**src/hpp_defs.svh**
```systemverilog
`ifndef HPP_DEFS_SVH
`define HPP_DEFS_SVH

// ----------------------------------------------------------------------
// Core-side word addresses in X data space
// ----------------------------------------------------------------------
`define HPP_A_RX_WORD    24'hffffc0
`define HPP_A_TX_WORD    24'hffffc1
`define HPP_A_CONTROL    24'hffffc2
`define HPP_A_STATUS     24'hffffc3
`define HPP_A_PORT_CTL   24'hffffc4
`define HPP_A_GPIO_DIR   24'hffffc5
`define HPP_A_GPIO_DATA  24'hffffc6
`define HPP_A_BASE_ADDR  24'hffffc7

// ----------------------------------------------------------------------
// Core control and status fields
// ----------------------------------------------------------------------
`define HPP_CTL_RX_IE    0
`define HPP_CTL_TX_IE    1
`define HPP_CTL_CMD_IE   2
`define HPP_CTL_MASK     16'h0007
`define HPP_ST_RX_FULL   0
`define HPP_ST_TX_EMPTY  1
`define HPP_ST_CMD_PEND  2

// ----------------------------------------------------------------------
// Port control fields
// ----------------------------------------------------------------------
`define HPP_PC_ENABLE    0
`define HPP_PC_MUX       1
`define HPP_PC_DUAL      2
`define HPP_PC_NOVEC     3
`define HPP_PC_GP_HA8    4
`define HPP_PC_GP_HA9    5
`define HPP_PC_GP_CS     6
`define HPP_PC_GP_REQ    7
`define HPP_PC_GP_ACK    8
`define HPP_PC_MASK      16'h01ff

// ----------------------------------------------------------------------
// Host byte addresses and fields
// ----------------------------------------------------------------------
`define HPP_H_ICR        3'h0
`define HPP_H_CVR        3'h1
`define HPP_H_ISR        3'h2
`define HPP_H_IVR        3'h3
`define HPP_H_HIGH       3'h5
`define HPP_H_MID        3'h6
`define HPP_H_LOW        3'h7
`define HPP_ICR_RREQ     0
`define HPP_ICR_TREQ     1
`define HPP_ICR_INIT     7
`define HPP_CVR_CMD      7
`define HPP_IVR_RESET    8'h0f

// ----------------------------------------------------------------------
// Pin positions
// ----------------------------------------------------------------------
`define HPP_P_AS         8
`define HPP_P_HA8        9
`define HPP_P_HA9        10
`define HPP_P_RW         11
`define HPP_P_DS         12
`define HPP_P_CS         13
`define HPP_P_REQ        14
`define HPP_P_ACK        15
`define HPP_CLR_DELAY    2

`endif

```
**src/hpp_pkg.sv**
```systemverilog
package hpp_pkg;

    // Core load/store request
    typedef struct packed {
        logic        rd;
        logic        wr;
        logic [23:0] addr;
        logic [23:0] wdata;
    } hpp_core_req_t;

    // Interrupt requests toward the core, one-hot by priority
    typedef struct packed {
        logic       cmd;
        logic       tx;
        logic       rx;
        logic [6:0] vector;
    } hpp_irq_t;

    // Host bus access phase
    typedef enum logic [1:0] {
        HP_IDLE,
        HP_READ,
        HP_WRITE
    } hpp_phase_t;

endpackage

```
**src/hpp_core.sv**
```systemverilog
// Operation
// - Host bytes move to core word, both flags set
// - Core word read-only; read clears full flag
// - Core transmit write clears transmit-empty flag
// - Core word moves to host bytes, flags set
// - Receive interrupt when full and enabled
// - Transmit interrupt when empty and enabled
// - Command interrupt when pending and enabled; vector supplied
// - Priority: command, then transmit, then receive
// - Full and empty offered as DMA requests
// - Any reset disables port, pins become GPIO
// - Control registers sixteen bits, base address eight, top zero
// - Eight memory-mapped core words
// - Host sees eight byte locations
// - GPIO ownership of pins by enable state
// - Separate or multiplexed address/data host bus
// - Single-strobe or dual-strobe host bus
// - Request pins: vectored or split requests
// - Status changes two cycles after core write
// - Host moves one, two or three bytes
// - Host commands raise core interrupts when enabled
// - Reserved control bits read as zero
// - Pending flag mirrors host command bit
// - Host init clears full, sets empty
`timescale 1ns/1ps
`default_nettype none
`include "hpp_defs.svh"

module hpp_core
    import hpp_pkg::*;
(
    input  wire logic          clk,
    input  wire logic          rst_b,
    input  wire logic          sw_reset,
    input  wire hpp_core_req_t core_req,
    output logic [23:0]        core_rdata,
    input  wire logic          core_cmd_ack,
    output hpp_irq_t           core_irq,
    output logic               dma_rx_req,
    output logic               dma_tx_req,
    input  wire logic [15:0]   gpio_pins_in,
    output logic [15:0]        gpio_pins_out,
    output logic [15:0]        gpio_pins_oe
);

    // ------------------------------------------------------------------
    // Storage
    // ------------------------------------------------------------------
    logic        port_rst;
    logic [15:0] ctl_q;
    logic [15:0] pctl_q;
    logic [15:0] gpio_dir_q;
    logic [15:0] gpio_dout_q;
    logic [7:0]  base_q;
    logic [23:0] core_rx_word_q;
    logic [23:0] core_tx_word_q;
    logic        core_rx_full_flag_q;
    logic        core_tx_empty_flag_q;
    logic        host_tx_empty_flag_q;
    logic        host_rx_full_flag_q;
    logic [23:0] host_tx_bytes_q;
    logic [23:0] host_rx_bytes_q;
    logic        host_cmd_request_q;
    logic [6:0]  cmd_vector_q;
    logic [7:0]  ivr_q;
    logic        rreq_en_q;
    logic        treq_en_q;
    logic [`HPP_CLR_DELAY-1:0] rd_clr_q;
    logic [`HPP_CLR_DELAY-1:0] wr_clr_q;
    logic [23:0] core_rdata_q;
    logic [2:0]  mux_addr_q;
    logic        mux_hit_q;
    logic [7:0]  host_rdata_q;
    hpp_phase_t  phase_q;

    // Both resets act alike on the whole port
    assign port_rst = !rst_b || sw_reset;

    // ------------------------------------------------------------------
    // Core bus decode
    // ------------------------------------------------------------------
    logic rd_rx;
    logic wr_tx;
    assign rd_rx = core_req.rd && (core_req.addr == `HPP_A_RX_WORD);
    assign wr_tx = core_req.wr && (core_req.addr == `HPP_A_TX_WORD);

    // Core-written registers; control widths masked to their fields
    always_ff @(posedge clk) begin
        if (port_rst) begin
            ctl_q       <= 16'h0000;
            pctl_q      <= 16'h0000;
            gpio_dir_q  <= 16'h0000;
            gpio_dout_q <= 16'h0000;
            base_q      <= 8'h00;
        end else if (core_req.wr) begin
            if (core_req.addr == `HPP_A_CONTROL) begin
                ctl_q <= core_req.wdata[15:0] & `HPP_CTL_MASK;
            end else if (core_req.addr == `HPP_A_PORT_CTL) begin
                pctl_q <= core_req.wdata[15:0] & `HPP_PC_MASK;
            end else if (core_req.addr == `HPP_A_GPIO_DIR) begin
                gpio_dir_q <= core_req.wdata[15:0];
            end else if (core_req.addr == `HPP_A_GPIO_DATA) begin
                gpio_dout_q <= core_req.wdata[15:0];
            end else if (core_req.addr == `HPP_A_BASE_ADDR) begin
                base_q <= core_req.wdata[7:0];
            end
        end
    end

    // Transmit word is write-only storage
    always_ff @(posedge clk) begin
        if (port_rst) begin
            core_tx_word_q <= 24'h000000;
        end else if (wr_tx) begin
            core_tx_word_q <= core_req.wdata;
        end
    end

    // Flag clears from core accesses take effect two cycles later
    always_ff @(posedge clk) begin
        if (port_rst) begin
            rd_clr_q <= '0;
            wr_clr_q <= '0;
        end else begin
            rd_clr_q <= {rd_clr_q[`HPP_CLR_DELAY-2:0], rd_rx};
            wr_clr_q <= {wr_clr_q[`HPP_CLR_DELAY-2:0], wr_tx};
        end
    end

    // Readback; control words carry zeros above bit 15
    logic [15:0] status_w;
    logic [15:0] gpio_rd_w;
    assign status_w = {13'h0000, host_cmd_request_q, core_tx_empty_flag_q,
                       core_rx_full_flag_q};
    assign gpio_rd_w = (gpio_dir_q & gpio_dout_q) | (~gpio_dir_q & gpio_pins_in);

    always_ff @(posedge clk) begin
        if (port_rst) begin
            core_rdata_q <= 24'h000000;
        end else if (core_req.rd) begin
            if (core_req.addr == `HPP_A_RX_WORD) begin
                core_rdata_q <= core_rx_word_q;
            end else if (core_req.addr == `HPP_A_CONTROL) begin
                core_rdata_q <= {8'h00, ctl_q};
            end else if (core_req.addr == `HPP_A_STATUS) begin
                core_rdata_q <= {8'h00, status_w};
            end else if (core_req.addr == `HPP_A_PORT_CTL) begin
                core_rdata_q <= {8'h00, pctl_q};
            end else if (core_req.addr == `HPP_A_GPIO_DIR) begin
                core_rdata_q <= {8'h00, gpio_dir_q};
            end else if (core_req.addr == `HPP_A_GPIO_DATA) begin
                core_rdata_q <= {8'h00, gpio_rd_w};
            end else if (core_req.addr == `HPP_A_BASE_ADDR) begin
                core_rdata_q <= {16'h0000, base_q};
            end else begin
                core_rdata_q <= 24'h000000;
            end
        end
    end
    assign core_rdata = core_rdata_q;

    // ------------------------------------------------------------------
    // Host pin decode
    // ------------------------------------------------------------------
    logic port_en;
    logic mux_mode;
    logic dual_mode;
    logic novec_mode;
    logic rd_act;
    logic wr_act;
    logic cs_act;
    logic ack_act;
    logic host_sel;
    logic [2:0] host_addr;

    assign port_en    = pctl_q[`HPP_PC_ENABLE];
    assign mux_mode   = pctl_q[`HPP_PC_MUX];
    assign dual_mode  = pctl_q[`HPP_PC_DUAL];
    assign novec_mode = pctl_q[`HPP_PC_NOVEC];

    // Strobes are active low in both strobe styles
    assign rd_act = dual_mode ? !gpio_pins_in[`HPP_P_RW] :
                    (!gpio_pins_in[`HPP_P_DS] && gpio_pins_in[`HPP_P_RW]);
    assign wr_act = dual_mode ? !gpio_pins_in[`HPP_P_DS] :
                    (!gpio_pins_in[`HPP_P_DS] && !gpio_pins_in[`HPP_P_RW]);

    // A chip select given over to GPIO leaves the port always selected on the separate bus; the multiplexed bus still compares the pin with base_q
    assign cs_act  = pctl_q[`HPP_PC_GP_CS] || !gpio_pins_in[`HPP_P_CS];
    assign ack_act = !novec_mode && !pctl_q[`HPP_PC_GP_ACK] && !gpio_pins_in[`HPP_P_ACK];
    assign host_sel  = mux_mode ? mux_hit_q : cs_act;
    assign host_addr = mux_mode ? mux_addr_q : gpio_pins_in[`HPP_P_HA9:`HPP_P_AS];

    // Multiplexed bus: latch address while the address strobe is low
    always_ff @(posedge clk) begin
        if (port_rst) begin
            mux_addr_q <= 3'h0;
            mux_hit_q  <= 1'b0;
        end else if (mux_mode && !gpio_pins_in[`HPP_P_AS]) begin
            mux_addr_q <= gpio_pins_in[2:0];
            mux_hit_q  <= ({gpio_pins_in[`HPP_P_CS], gpio_pins_in[`HPP_P_HA9],
                            gpio_pins_in[`HPP_P_HA8], gpio_pins_in[7:3]} == base_q);
        end
    end

    // Access start pulses, one per strobe
    logic start_rd;
    logic start_wr;
    logic start_ack;
    logic host_req_pend;
    assign host_req_pend = (rreq_en_q && host_rx_full_flag_q)
                           || (treq_en_q && host_tx_empty_flag_q);
    assign start_ack = port_en && (phase_q == HP_IDLE) && ack_act && host_req_pend;
    assign start_rd  = port_en && (phase_q == HP_IDLE) && !start_ack
                       && host_sel && rd_act;
    assign start_wr  = port_en && (phase_q == HP_IDLE) && !start_ack
                       && host_sel && wr_act && !rd_act;

    // Phase machine: one action per strobe, wait for release
    always_ff @(posedge clk) begin
        if (port_rst) begin
            phase_q <= HP_IDLE;
        end else begin
            case (phase_q)
                HP_IDLE: begin
                    if (start_ack || start_rd) begin
                        phase_q <= HP_READ;
                    end else if (start_wr) begin
                        phase_q <= HP_WRITE;
                    end
                end
                HP_READ: begin
                    if (!rd_act && !ack_act) begin
                        phase_q <= HP_IDLE;
                    end
                end
                default: begin
                    if (!wr_act) begin
                        phase_q <= HP_IDLE;
                    end
                end
            endcase
        end
    end

    // Host byte read data
    logic [7:0] isr_w;
    assign isr_w = {6'h00, host_tx_empty_flag_q, host_rx_full_flag_q};

    always_ff @(posedge clk) begin
        if (port_rst) begin
            host_rdata_q <= 8'h00;
        end else if (start_ack) begin
            host_rdata_q <= ivr_q;
        end else if (start_rd) begin
            if (host_addr == `HPP_H_ICR) begin
                host_rdata_q <= {6'h00, treq_en_q, rreq_en_q};
            end else if (host_addr == `HPP_H_CVR) begin
                host_rdata_q <= {host_cmd_request_q, cmd_vector_q};
            end else if (host_addr == `HPP_H_ISR) begin
                host_rdata_q <= isr_w;
            end else if (host_addr == `HPP_H_IVR) begin
                host_rdata_q <= ivr_q;
            end else if (host_addr == `HPP_H_HIGH) begin
                host_rdata_q <= host_rx_bytes_q[23:16];
            end else if (host_addr == `HPP_H_MID) begin
                host_rdata_q <= host_rx_bytes_q[15:8];
            end else if (host_addr == `HPP_H_LOW) begin
                host_rdata_q <= host_rx_bytes_q[7:0];
            end else begin
                host_rdata_q <= 8'h00;
            end
        end
    end

    // Host-written control bytes
    logic host_init;
    assign host_init = start_wr && (host_addr == `HPP_H_ICR)
                       && gpio_pins_in[`HPP_ICR_INIT];

    always_ff @(posedge clk) begin
        if (port_rst) begin
            rreq_en_q    <= 1'b0;
            treq_en_q    <= 1'b0;
            ivr_q        <= `HPP_IVR_RESET;
            cmd_vector_q <= 7'h00;
        end else if (start_wr) begin
            if (host_addr == `HPP_H_ICR) begin
                rreq_en_q <= gpio_pins_in[`HPP_ICR_RREQ];
                treq_en_q <= gpio_pins_in[`HPP_ICR_TREQ];
            end else if (host_addr == `HPP_H_CVR) begin
                cmd_vector_q <= gpio_pins_in[6:0];
            end else if (host_addr == `HPP_H_IVR) begin
                ivr_q <= gpio_pins_in[7:0];
            end
        end
    end

    // Host command bit doubles as the core's pending flag; set wins
    logic cmd_write;
    assign cmd_write = start_wr && (host_addr == `HPP_H_CVR);

    always_ff @(posedge clk) begin
        if (port_rst) begin
            host_cmd_request_q <= 1'b0;
        end else if (cmd_write) begin
            host_cmd_request_q <= gpio_pins_in[`HPP_CVR_CMD];
        end else if (core_cmd_ack) begin
            host_cmd_request_q <= 1'b0;
        end
    end

    // ------------------------------------------------------------------
    // Host to core path
    // ------------------------------------------------------------------
    logic h2c_move;
    assign h2c_move = !host_tx_empty_flag_q && !core_rx_full_flag_q;

    // All flag updates of a path sit in one process, so a handoff is atomic
    always_ff @(posedge clk) begin
        if (port_rst) begin
            host_tx_bytes_q      <= 24'h000000;
            core_rx_word_q       <= 24'h000000;
            host_tx_empty_flag_q <= 1'b1;
            core_rx_full_flag_q  <= 1'b0;
        end else begin
            if (start_wr && (host_addr == `HPP_H_HIGH)) begin
                host_tx_bytes_q[23:16] <= gpio_pins_in[7:0];
            end
            if (start_wr && (host_addr == `HPP_H_MID)) begin
                host_tx_bytes_q[15:8] <= gpio_pins_in[7:0];
            end
            if (start_wr && (host_addr == `HPP_H_LOW)) begin
                host_tx_bytes_q[7:0] <= gpio_pins_in[7:0];
                host_tx_empty_flag_q <= 1'b0;
            end else if (h2c_move) begin
                host_tx_empty_flag_q <= 1'b1;
            end
            if (h2c_move) begin
                core_rx_word_q      <= host_tx_bytes_q;
                core_rx_full_flag_q <= 1'b1;
            end else if (host_init) begin
                core_rx_full_flag_q <= 1'b0;
            end else if (rd_clr_q[`HPP_CLR_DELAY-1]) begin
                core_rx_full_flag_q <= 1'b0;
            end
        end
    end

    // ------------------------------------------------------------------
    // Core to host path
    // ------------------------------------------------------------------
    logic c2h_move;
    assign c2h_move = !core_tx_empty_flag_q && !host_rx_full_flag_q;

    always_ff @(posedge clk) begin
        if (port_rst) begin
            host_rx_bytes_q      <= 24'h000000;
            core_tx_empty_flag_q <= 1'b1;
            host_rx_full_flag_q  <= 1'b0;
        end else begin
            if (c2h_move) begin
                host_rx_bytes_q      <= core_tx_word_q;
                core_tx_empty_flag_q <= 1'b1;
            end else if (host_init) begin
                core_tx_empty_flag_q <= 1'b1;
            end else if (wr_clr_q[`HPP_CLR_DELAY-1]) begin
                core_tx_empty_flag_q <= 1'b0;
            end
            if (c2h_move) begin
                host_rx_full_flag_q <= 1'b1;
            end else if (start_rd && (host_addr == `HPP_H_LOW)) begin
                host_rx_full_flag_q <= 1'b0;
            end
        end
    end

    // ------------------------------------------------------------------
    // Core interrupts and DMA requests
    // ------------------------------------------------------------------
    logic cmd_on;
    logic tx_on;
    logic rx_on;
    assign cmd_on = host_cmd_request_q && ctl_q[`HPP_CTL_CMD_IE];
    assign tx_on  = core_tx_empty_flag_q && ctl_q[`HPP_CTL_TX_IE];
    assign rx_on  = core_rx_full_flag_q && ctl_q[`HPP_CTL_RX_IE];

    // Only the highest active source is presented
    assign core_irq.cmd    = cmd_on;
    assign core_irq.tx     = tx_on && !cmd_on;
    assign core_irq.rx     = rx_on && !cmd_on && !tx_on;
    assign core_irq.vector = cmd_vector_q;
    assign dma_rx_req      = core_rx_full_flag_q;
    assign dma_tx_req      = core_tx_empty_flag_q;

    // ------------------------------------------------------------------
    // Pin ownership and drive
    // ------------------------------------------------------------------
    logic [15:0] own_gpio;
    logic [15:0] port_out;
    logic [15:0] port_oe;
    logic        tx_req_w;
    logic        rx_req_w;

    assign own_gpio = port_en ?
        {pctl_q[`HPP_PC_GP_ACK], pctl_q[`HPP_PC_GP_REQ], pctl_q[`HPP_PC_GP_CS], 2'b00,
         pctl_q[`HPP_PC_GP_HA9], pctl_q[`HPP_PC_GP_HA8], 9'h000} : 16'hffff;

    assign tx_req_w = treq_en_q && host_tx_empty_flag_q;
    assign rx_req_w = rreq_en_q && host_rx_full_flag_q;

    // Requests are active low; split mode turns acknowledge into a request
    assign port_out = {!rx_req_w, novec_mode ? !tx_req_w : !host_req_pend,
                       6'h00, host_rdata_q};
    assign port_oe  = {novec_mode, 1'b1, 6'h00, {8{phase_q == HP_READ}}};

    genvar gi;
    generate
        for (gi = 0; gi < 16; gi = gi + 1) begin : g_pin
            assign gpio_pins_out[gi] = own_gpio[gi] ? gpio_dout_q[gi] : port_out[gi];
            assign gpio_pins_oe[gi]  = own_gpio[gi] ? gpio_dir_q[gi] : port_oe[gi];
        end
    endgenerate

endmodule

`default_nettype wire

```
**config.mk**
```make
export PLATFORM = sky130hd
export DESIGN_NAME = hpp_core
export DESIGN_NICKNAME = d
export VERILOG_FILES = /design/src/hpp_pkg.sv /design/src/hpp_core.sv
export VERILOG_INCLUDE_DIRS = /design/src
export SDC_FILE = /design/constraint.sdc
export NUM_CORES = 1
export LEC_CHECK = 0
export ABC_AREA = 1
export BUFFER_PORTS_ARGS = -buffer_cell sky130_fd_sc_hd__clkbuf_2
export CAP_MARGIN = 20
export CORE_ASPECT_RATIO = 0.8
export CORE_MARGIN = 10
export CORE_UTILIZATION = 35
export DETAILED_ROUTE_END_ITERATION = 16
export SETUP_SLACK_MARGIN = 0.2
export SLEW_MARGIN = 5
export SYNTH_ARGS = -nofsm -noshare
export SYNTH_HDL_FRONTEND = slang
export SYNTH_SLANG_ARGS = --single-unit
```
**constraint.sdc**
```tcl
create_clock -name clk -period 1.8 [get_ports clk]
set_input_delay 0.18 -clock clk [delete_from_list [all_inputs] [get_ports clk]]
set_output_delay 0.18 -clock clk [all_outputs]
set_load 0.05 [all_outputs]
```
==> metrics.cfg <==
[synth]
yosys_warnings = 0
yosysSeqAreaShare_pct = 46.0
synth_edf_count = 0
synth_common_cells = nor2_1, dfxtp_1, o21ai_0
synth_ff_type = dfxtp_1
synthTopCellsByArea = dfxtp_1, nor2_1, o21ai_0, a21oi_1, nand2_1
yosysMostFrequentCell = nor2_1
syn_avg_cell_area_sq_um = 7.22
synth-seq-cells = 212
yosysTopAreaCell = dfxtp_1
synth_nets = 1349
netlist_instances = 1279
synthArstFlopShare_pct = 0
ys_types = 42
synth_top_area_share_pct = 46.0
syn_area_sq_mm = 0.00923

[worst_setup_path]
crit_type = reg -> reg
critPathRequiredTime_ns = 2.24
cp_slowest_stage_delay_ns = 0.33
crit_family = buffers and inverters
start_kind = flop
arrival_ns = 2.26
cp_max_fo = 8
end_kind = flop
crit_chain = buf_12 > o21ai_4 > inv_2 > buf_6 > nor3_4 > inv_2 > nor2_4 > buf_12 > o21ai_2 > a21oi_1
slowest_stage = dfxtp_2
critPathBufInv = 5

[clock_tree]
cts_max_level = 1
cts.sinks = 212
cts_buffer_depth = 3
clk_latency_ns = 0.52
numCtsBuffers = 23
cts_tree = yes
clkTransAtPathRegs_ns = 0.07
root_buffer = clkbuf_16

[sta]
clock.fmax_mhz = 550
max_slew_margin_pct = 33.2
setup_viol = 5
worst_hold_slack_ns = 0.0394
finalCritPeriodShare_pct = 101
finalMaxSlewViolations = 0
period_needed_ns = 1.82
final_hold_viol_count = 0
rsz0062_at_grt = true
fin_skew_ns = 0.0161
worst_slack_ns = -0.0193
worst_pin_slew_ns = 0.998

[final_layout]
drive_gt1_share_pct = 29.2
multiInputGateArea_sq_mm = 0.00504
fill_cells = 2458
num_antenna_cells = 0
regArea_sq_mm = 0.00426
stdcell_count = 1868
syn2layout_area_growth_pct = 45.8
nNetsFinal = 1566

[route]
wl_per_cell_microns = 18.9
drt_iter0_drc = 1014
viasPerCell = 5.18
drc = 0
drt_pass1_iterations = 5
detail-route-antenna-nets = 0
via_count = 9668
drt-total-wl_mm = 35.2

[floorplanning]
fp.dieH_microns = 165
initial_core_util_pct = 35.3
dieArea_sq_mm = 0.0333
core.rowCount = 53
core_region_area_sq_mm = 0.0261
die_w_microns = 202
boundaryPins = 138

[run_status]
violations = setup timing
run_status = finished, violations left

[place]
dp_hpwl_mm = 23.9
pre_cts_ws_ns = -0.0267
numPortBuffers = 137
gp_congestion = 0.935
dpl.cell_count = 1772

[grt]
grt_pass1_wl_mm = 53.4
grt_pass1_vias = 9219
grt_max_degree = 178
overflow = 0
antenna_found_initial = 0
grt_use_total_pct = 20.1

[pwr]
power_leakage_nw = 5.56
p_per_area_mw_per_mm2 = 757
peakVddDrop_mv = 0.647

[min_path]
min_path_type = in -> reg

[run]
drv_cap = 0

-- power breakdown --
group | leakage (nW) | internal (mW) | switching [mW] | total, mW
combinational | 3.46 | 0.213 | 0.366 | 0.578
sequential | 1.71 | 4.69 | 0.0000000446 | 4.69
clock | 0.386 | 2.92 | 2.01 | 4.93
-- cell type report --
type	count	share of cell area, %
tap	357	3.32
multi-input combinational	880	37.4
clock inverter	7	0.688
timing repair buffer	253	18.0
sequential	212	31.7
clock buffer	33	5.08
timing repair inverter	2	0.112
inverter	124	3.72
-- sequential cells by signal, indices dropped and copies added, names as in the netlist, 2 cells and up --
signal	count
wr_clr_q	2
pctl_q	9
core_rx_word_q	24
gpio_dout_q	16
phase_q	2
base_q	8
core_rdata	24
ctl_q	3
gpio_dir_q	16
host_rdata_q	8
cmd_vector_q	7
rd_clr_q	2
core_tx_word_q	24
host_rx_bytes_q	24
host_tx_bytes_q	24
ivr_q	8
mux_addr_q	3
-- stage by stage --
stage                     setup TNS (ns)  power, mW  utilization (%)  instance area (sq um)
after floorplan                        0       5.01                -                   9270
after global placement           -0.0114       5.26             42.1                  11000
after detailed placement          -0.114       5.26             42.1                  11000
after CTS                              0       10.2             49.6                  13000
after global routing               -1.41       10.4             51.5                  13500
final                            -0.0542       10.2             51.5                  13500
-- worst min-delay path: cells and delay by family --
kind	cells	cell delay [ns]
AOI/OAI and AO/OA	2	0.19
buffers and inverters	1	0.15
-- cells in the final DEF, fill, tap and decap left out, drive strengths merged, types with 6 or more instances in the layout --
master / count
a21oi: 140
a22o: 8
a22oi: 8
buf: 131
clkbuf: 138
clkinv: 6
dfxtp: 212
dlygate4sd3: 16
inv: 123
nand2: 165
nand3: 26
nand4: 23
nor2: 254
nor3: 11
o211ai: 12
o21ai: 214
-- repair_timing --
item	CTS	global route
setup endpoints to repair	88	93
hold endpoints to repair	22	0
gates cloned	9	2
pin swaps	45	42
buffers inserted	20	9
hold buffers	16	0
resized for setup	171	113
-- cell families after synthesis --
| kind of cell | after synthesis | synth area share [%] |
|---|---|---|
| and+or+nand+nor | 483 | 22.5 |
| DFF | 212 | 46.0 |
| AOI/OAI and AO/OA | 388 | 22.4 |
| buffers and inverters | 187 | 8.27 |
| muxes | 2 | 0.217 |
| xor gates and xnor gates | 7 | 0.664 |
-- layer usage --
layer  up-vias  GRT usage (%)  share of wire, %
met5         -              0                 0
met1      4577           28.5                46
li1       4674              -                 -
met3        56           3.88               7.6
met4         0           4.40               2.1
met2       361           31.1                44
-- final timing paths --
kind | depth (start not counted) | from | end | slack (ns)
worst max-delay path | 10 | pctl_q[1] | ivr_q[6] | -0.02
worst min-delay path | 3 | core_req[8] | gpio_dir_q[8] | 0.04
worst max register to register | 10 | pctl_q[1] | ivr_q[6] | -0.02
worst min register to register | 2 | wr_clr_q[0] | wr_clr_q[1] | 0.41
No activity file was read; power rests on OpenSTA's default activity.
